==> config.mk <==
export PLATFORM = sky130hd
export DESIGN_NAME = adv_abilities
export DESIGN_NICKNAME = d
export VERILOG_FILES = /design/src/inc/adv_pkg.sv /design/src/design/adv_abilities.sv /design/src/design/mgmt_frame_slave.sv
export SDC_FILE = /design/constraint.sdc
export NUM_CORES = 1
export LEC_CHECK = 0
export BUFFER_PORTS_ARGS = -buffer_cell sky130_fd_sc_hd__buf_2
export CORE_MARGIN = 1.5
export CORE_UTILIZATION = 64
export CTS_BUF_LIST = sky130_fd_sc_hd__clkbuf_4 sky130_fd_sc_hd__clkbuf_8 sky130_fd_sc_hd__clkbuf_16
export DETAILED_ROUTE_END_ITERATION = 6
export PLACE_DENSITY = 0.84
export SLEW_MARGIN = 20
export SYNTH_ARGS = -nofsm -noshare
export SYNTH_HDL_FRONTEND = slang
export SYNTH_SLANG_ARGS = --single-unit
==> constraint.sdc <==
create_clock -name core_clk -period 2.9 [get_ports core_clk]
set_input_delay 0.145 -clock core_clk [delete_from_list [all_inputs] [get_ports core_clk]]
set_output_delay 0.145 -clock core_clk [all_outputs]
set_load 0.005 [all_outputs]
==> src/inc/adv_pkg.sv <==
// Purpose: shared constants and types for the advertised abilities register block
// Assumes: 16-bit management registers, 5-bit register and station addresses
// Notes: one register is mapped; other addresses read as zero
package adv_pkg;

   // ==========================================================
   // register map
   localparam logic [4:0] ADV_ADDR = 5'h04;
   localparam logic [4:0] DEF_PHY_ADDR = 5'h00;

   // ==========================================================
   // field positions
   localparam int NEXT_PAGE_BIT = 15;
   localparam int RSVD_RO_BIT = 14;
   localparam int REMOTE_FAULT_BIT = 13;
   localparam int RSVD_RW_BIT = 12;
   localparam int ASYM_PAUSE_BIT = 11;
   localparam int PAUSE_BIT = 10;
   localparam int T4_BIT = 9;
   localparam int TX_FD_BIT = 8;
   localparam int TX_HD_BIT = 7;
   localparam int T10_FD_BIT = 6;
   localparam int T10_HD_BIT = 5;
   localparam int SPEED_LO = 5;
   localparam int SPEED_HI = 8;
   localparam int SEL_HI = 4;
   localparam int SEL_LO = 0;

   // ==========================================================
   // reset values and masks
   localparam logic [15:0] ADV_FIXED_RESET = 16'h0001;
   localparam logic [4:0] ADV_SEL_RESET = 5'h01;
   localparam logic [15:0] ADV_WR_MASK = 16'hbfff;

   // ==========================================================
   // management frame
   localparam logic [5:0] PREAMBLE_LEN = 6'h20;
   localparam logic [1:0] OP_WRITE = 2'h1;
   localparam logic [1:0] OP_READ = 2'h2;

   typedef struct packed {
      logic wr;
      logic [4:0] addr;
      logic [15:0] wdata;
   } mgmt_req_t;

endpackage

==> src/design/adv_abilities.sv <==
// Purpose: auto-negotiation advertised abilities register behind the serial management port
// Assumes: nrst held low for at least 3 core_clk edges so strap synchronisers settle
// Notes: straps are sampled while reset is low and loaded on the reset edges
module adv_abilities #(
   parameter logic [4:0] PHY_ADDR = adv_pkg::DEF_PHY_ADDR
) (
   // clock and reset
   input wire logic core_clk,
   input wire logic nrst,
   // serial management pins
   input wire logic mdc,
   input wire logic mdio_in,
   output logic mdio_out,
   output logic mdio_oe_n,
   // configuration pins
   input wire logic pause_cfg,
   input wire logic [3:0] config_strap_pins,
   // to the negotiation engine
   output logic [15:0] advertised
);
   import adv_pkg::*;

   logic mdc_s1, mdc_s2, mdc_s3;
   logic mdio_s1, mdio_s2;
   logic pause_s1, pause_s2;
   logic [3:0] strap_s1, strap_s2;
   logic mdc_rise;
   logic adv_wr;
   logic [15:0] rdata;
   mgmt_req_t req;

   // ==========================================================
   // pin synchronisers
   always_ff @(posedge core_clk) begin
      mdc_s1 <= mdc;
      mdc_s2 <= mdc_s1;
      mdc_s3 <= mdc_s2;
      mdio_s1 <= mdio_in;
      mdio_s2 <= mdio_s1;
   end

   always_ff @(posedge core_clk) begin
      pause_s1 <= pause_cfg;
      pause_s2 <= pause_s1;
      strap_s1 <= config_strap_pins;
      strap_s2 <= strap_s1;
   end

   assign mdc_rise = mdc_s2 && !mdc_s3;

   // ==========================================================
   // frame handling
   mgmt_frame_slave #(
      .PHY_ADDR(PHY_ADDR)
   ) mgmt_frame_slave_inst (
      .core_clk(core_clk),
      .nrst(nrst),
      .mdc_rise(mdc_rise),
      .mdio_bit(mdio_s2),
      .req(req),
      .rdata(rdata),
      .mdio_out(mdio_out),
      .mdio_oe_n(mdio_oe_n)
   );

   // ==========================================================
   // register
   function automatic logic [15:0] merge_write(input logic [15:0] old, input logic [15:0] wd);
      merge_write = (wd & ADV_WR_MASK) | (old & ~ADV_WR_MASK);
   endfunction

   assign adv_wr = req.wr && (req.addr == ADV_ADDR);

   always_ff @(posedge core_clk) begin
      if (!nrst) begin
         advertised <= ADV_FIXED_RESET;
         advertised[PAUSE_BIT] <= pause_s2;
         advertised[SPEED_HI:SPEED_LO] <= strap_s2;
      end else if (adv_wr) begin
         advertised <= merge_write(advertised, req.wdata);
      end
   end

   // unmapped addresses read as zero
   always_comb begin
      rdata = 16'h0000;
      if (req.addr == ADV_ADDR) begin
         rdata = advertised;
      end
   end

   // ==========================================================
   // read drive on the data pin
   logic [4:0] drive_rises;
   logic [15:0] loaded_word;
   logic [15:0] sent_word;

   always_ff @(posedge core_clk) begin
      if (!nrst || mdio_oe_n) begin
         drive_rises <= 5'h00;
      end else if (mdc_rise) begin
         drive_rises <= drive_rises + 5'h01;
      end
   end

   always_ff @(posedge core_clk) begin
      if (!nrst) begin
         loaded_word <= 16'h0000;
      end else if (mdc_rise && !mdio_oe_n && drive_rises == 5'h00) begin
         loaded_word <= rdata;
      end
   end

   always_ff @(posedge core_clk) begin
      if (!nrst) begin
         sent_word <= 16'h0000;
      end else if (mdc_rise && !mdio_oe_n && drive_rises != 5'h00) begin
         sent_word <= {sent_word[14:0], mdio_out};
      end
   end
endmodule

==> src/design/mgmt_frame_slave.sv <==
// Purpose: serial management frame receiver and read responder
// Assumes: mdc edge and data bit already synchronised to core_clk
// Notes: a new preamble of 32 ones is needed before every frame
module mgmt_frame_slave #(
   parameter logic [4:0] PHY_ADDR = adv_pkg::DEF_PHY_ADDR
) (
   // clock and reset
   input wire logic core_clk,
   input wire logic nrst,
   // serial line, synchronised
   input wire logic mdc_rise,
   input wire logic mdio_bit,
   // register side
   output adv_pkg::mgmt_req_t req,
   input wire logic [15:0] rdata,
   // data pin drive
   output logic mdio_out,
   output logic mdio_oe_n
);
   import adv_pkg::*;

   typedef enum logic [2:0] {S_PRE, S_ST, S_OP, S_ADDR, S_TA, S_RDATA, S_WDATA} state_t;

   state_t state;
   logic [5:0] pre_cnt;
   logic [3:0] cnt;
   logic [1:0] op;
   logic [9:0] addr_sh;
   logic [15:0] sh;
   logic is_read;

   // ==========================================================
   // frame sequencer
   always_ff @(posedge core_clk) begin
      if (!nrst) begin
         state <= S_PRE;
         pre_cnt <= 6'h00;
         cnt <= 4'h0;
         op <= 2'h0;
         addr_sh <= 10'h000;
         sh <= 16'h0000;
         is_read <= 1'b0;
         req <= '0;
         mdio_out <= 1'b1;
         mdio_oe_n <= 1'b1;
      end else begin
         req.wr <= 1'b0;
         if (mdc_rise) begin
            unique case (state)
               S_PRE: begin
                  if (mdio_bit) begin
                     if (pre_cnt != PREAMBLE_LEN) begin
                        pre_cnt <= pre_cnt + 6'h01;
                     end
                  end else if (pre_cnt == PREAMBLE_LEN) begin
                     state <= S_ST;
                  end else begin
                     pre_cnt <= 6'h00;
                  end
               end
               S_ST: begin
                  pre_cnt <= 6'h00;
                  cnt <= 4'h0;
                  state <= mdio_bit ? S_OP : S_PRE;
               end
               S_OP: begin
                  op <= {op[0], mdio_bit};
                  cnt <= cnt + 4'h1;
                  if (cnt == 4'h1) begin
                     cnt <= 4'h0;
                     state <= S_ADDR;
                  end
               end
               S_ADDR: begin
                  addr_sh <= {addr_sh[8:0], mdio_bit};
                  cnt <= cnt + 4'h1;
                  if (cnt == 4'h9) begin
                     cnt <= 4'h0;
                     req.addr <= {addr_sh[3:0], mdio_bit};
                     is_read <= (op == OP_READ) && (addr_sh[8:4] == PHY_ADDR);
                     state <= (op == OP_READ || op == OP_WRITE) ? S_TA : S_PRE;
                  end
               end
               S_TA: begin
                  cnt <= cnt + 4'h1;
                  if (cnt == 4'h0) begin
                     mdio_out <= 1'b0;
                     mdio_oe_n <= !is_read;
                  end else begin
                     cnt <= 4'h0;
                     mdio_out <= rdata[15];
                     sh <= {rdata[14:0], 1'b0};
                     state <= (op == OP_READ) ? S_RDATA : S_WDATA;
                  end
               end
               S_RDATA: begin
                  cnt <= cnt + 4'h1;
                  mdio_out <= sh[15];
                  sh <= {sh[14:0], 1'b0};
                  if (cnt == 4'hf) begin
                     mdio_out <= 1'b1;
                     mdio_oe_n <= 1'b1;
                     state <= S_PRE;
                  end
               end
               S_WDATA: begin
                  cnt <= cnt + 4'h1;
                  sh <= {sh[14:0], mdio_bit};
                  if (cnt == 4'hf) begin
                     req.wr <= (addr_sh[9:5] == PHY_ADDR);
                     req.wdata <= {sh[14:0], mdio_bit};
                     state <= S_PRE;
                  end
               end
            endcase
         end
      end
   end

endmodule

==> flow_metrics.env <==
export IMPL_firstDrtPassIters=5
export IMPL_worst_setup_path_end_kind="register"
export IMPL_finalSetupViolations=0
export IMPL_die_height_um=81.2
export IMPL_sw_frac_of_total=0.228
export IMPL_cp_cell_sequence="or2_1, buf_4, o2111a_1, nand3_1, a21oi_1"
export IMPL_internal_power_mw=1.78
export IMPL_die_x_um=81.2
export IMPL_cpMaxStageDelayCell="dfxtp_1"
export IMPL_tightestPinTransition_ns=0.667
export IMPL_rsz0062_at_grt="no"
export IMPL_num_vias=3015
export IMPL_antenna_found_initial=0
export IMPL_p_leak_nw=1.84
export IMPL_worst_r2r_path_depth=5
export IMPL_grt_overflow_total=0
export IMPL_diodes=0
export IMPL_min_path_type="in -> reg"
export IMPL_drtAntennaViolNets=0
export IMPL_ys_seq_area_frac=0.499
export IMPL_dieArea_um2=6590
export IMPL_cts_sinks=95
export IMPL_worstPathBufferInverterCount=1
export IMPL_ys_flop_type="dfxtp_1"
export IMPL_synth_enable_flop_cells=5
export IMPL_cts_setup_buffers=0
export IMPL_cts_buffers=9
export IMPL_synth_area_leaders="dfxtp_1 (46%), mux2i_1 (7.7%), nor2_1 (4.9%), nand2_1 (4.8%), edfxtp_1 (3.8%)"
export IMPL_drv_slew=0
export IMPL_gp_congestion=0.917
export IMPL_drtIter0Drc=262
export IMPL_timing_final_crit_share=0.740
export IMPL_io_pins=27
export IMPL_path_class="reg -> reg"
export IMPL_ir_drop_mv=0.486
export IMPL_yosysWarnings=0
export IMPL_io_buffers=25
export IMPL_vias_per_cell=5.96
export IMPL_maxCapViolCount=0
export IMPL_ys_async_sr_fraction=0
export IMPL_path_depth=5
export IMPL_cp_slowest_stage_delay_ns=0.72
export IMPL_synth_area_um2=3910
export IMPL_worstSkewPairLatency_ns=0.36
export IMPL_hpwl_um=5210
export IMPL_grt_first_pass_wirelength_um=13300
export IMPL_slew_headroom=0.555
export IMPL_drt_wl_total_um=7850
export IMPL_grt_pass1_vias=2828
export IMPL_status="finished, final reports clean"
export IMPL_drc=0
export IMPL_combPwrFrac=0.028
export IMPL_crit_required_ns=3.19
export IMPL_synth_most_common_cell="dfxtp_1"
export IMPL_p_switching_mw=0.527
export IMPL_crit_family="compound AO/OA/AOI/OAI gates"
export IMPL_clkSlewWorstSetupHoldPaths_ns=0.09
export IMPL_avgSynthCellArea_um2=9.68
export IMPL_period_needed_ns=2.15
export IMPL_core_area_um2=5920
export IMPL_cts_buffer_depth=2
export IMPL_grt_total_usage=0.264
export IMPL_wl_per_cell_um=15.5
export IMPL_yosys_area_top_type="dfxtp_1"
export IMPL_tns_ns=0
export IMPL_clock_root_buffer="clkbuf_8"
export IMPL_synth_distinct_cells=60
export IMPL_hold_viol=0
export IMPL_grt_max_degree=37
export IMPL_start_util=0.660
export IMPL_cts_tree="done"
export IMPL_drive_gt1_frac=0.135
export IMPL_holdPathStages=3
export IMPL_ys_ff_latch=95
export IMPL_worst_setup_path_start_kind="register"
export IMPL_cp_max_fo=19
export IMPL_ctsHtreeMaxLevel=3
export IMPL_areaGrowthSynthToFinish_pct=10.0
export IMPL_fmax_mhz=466
export IMPL_utilization=0.727
export IMPL_syn_nets=419
export IMPL_synth_cells=404
export IMPL_rows=28
export IMPL_powerDensity_nw_per_um2=537
export IMPL_pwr_share_clk=0.392
export IMPL_synthTopCellsByCount="dfxtp_1 (90), nor2_1 (51), nand2_1 (50)"
export IMPL_skew_ns=0.0156
export IMPL_power_frac_seq=0.581
export IMPL_yosysTopAreaCellShare=0.461
export IMPL_arrival_ns=2.43
export IMPL_fin_nets=441
cells by family (layout without fill, tap and decap cells):
logic type / Yosys count / count (layout) / synth area share
fa+ha+maj: 6 / 6 / 0.0192
compound gates: 75 / 75 / 0.141
simple gates: 153 / 153 / 0.197
buf+inv: 35 / 62 / 0.0451
mux: 30 / 30 / 0.0768
xor+xnor: 9 / 9 / 0.0202
flops: 95 / 95 / 0.499
other cells: 1 / 1 / 0.000959
path summary, 6_finish.rpt:
kind	start	endpoint	slack, ns
min reg2reg	mdio_s1	mdio_s2	0.33
max	mgmt_frame_slave_inst.state[0]	mgmt_frame_slave_inst.sh[0]	0.75
max reg2reg	mgmt_frame_slave_inst.state[0]	mgmt_frame_slave_inst.sh[0]	0.75
min	nrst	mgmt_frame_slave_inst.mdio_oe_n	0.25
timing repair:
action | in CTS | in global routing
hold endpoints to repair | 7 | 0
setup endpoints to repair | 0 | 0
resized for setup | 0 | 0
hold buffers | 7 | 0
per-layer routing:
metal,wire length [um],global-route usage
met1,3760,0.375
met5,0,0
met4,98,0.0862
met3,393,0.0539
met2,3600,0.402
final cells by class:
type | instances | area (um2)
Multi-Input combinational cell | 274 | 1780
Sequential cell | 95 | 1950
Fill cell | 472 | 1620
Clock buffer | 10 | 131
Inverter | 9 | 33.8
Timing Repair Buffer | 37 | 233
Clock inverter | 6 | 76.3
Tap cell | 75 | 93.8
power by group through the flow:
stage,clock (mW),combinational (mW),sequential (mW)
2_1_floorplan,0,0.0374,1.37
3_3_place_gp,0,0.0551,1.37
3_5_place_dp,0,0.0562,1.37
4_1_cts,0.916,0.0634,1.34
5_1_grt,0.979,0.0694,1.34
6_report,0.904,0.0639,1.34
cells in the final DEF, fill, tap and decap left out, types with 2 or more instances in the layout:
cell type	count
dfxtp_1	90
nor2_1	51
nand2_1	50
mux2i_1	30
buf_2	25
a21oi_1	22
o21ai_0	15
a221oi_1	14
nand3_1	9
clkbuf_8	9
inv_1	8
dlygate4sd3_1	7
xor2_1	6
ha_1	6
o2bb2ai_1	5
nand4_1	5
edfxtp_1	5
buf_4	5
nor2b_1	4
and3_1	4
o21ai_1	3
nand3b_1	3
nand2b_1	3
xnor2_1	3
and2_1	2
nor3_1	2
o21a_1	2
or4b_2	2
nand4bb_1	2
o41ai_1	2
inv_6	2
clkinv_4	2
worst register-to-register path, delay by kind of cell (launching register included):
kind            cells  cell delay, ns
simple gates        2            0.36
buf+inv             1            0.27
compound gates      2            0.73
flops               1            0.72
sequential cells by signal (all words and copies together) (netlist names), 2 cells and up:
name and count:
advertised 15, strap_s1 4, mgmt_frame_slave_inst.cnt 4, mgmt_frame_slave_inst.op 2, mgmt_frame_slave_inst.req 21, mgmt_frame_slave_inst.addr_sh 10
mgmt_frame_slave_inst.state 3, strap_s2 4, mgmt_frame_slave_inst.pre_cnt 6, mgmt_frame_slave_inst.sh 16
through the flow:
stage	setup slack, ns	total power, mW	instances	hold slack (ns)	cell area, um2
finish	0.754	2.31	506	0.251	4300
global route	0.626	2.39	506	0.260	4300
CTS	0.818	2.32	506	0.234	4300
detailed placement	0.822	1.43	483	0.250	4020
global placement	0.860	1.43	483	0.247	4020
floorplan	1.19	1.41	404	0.173	3910
(Power assumes the default switching activity.)
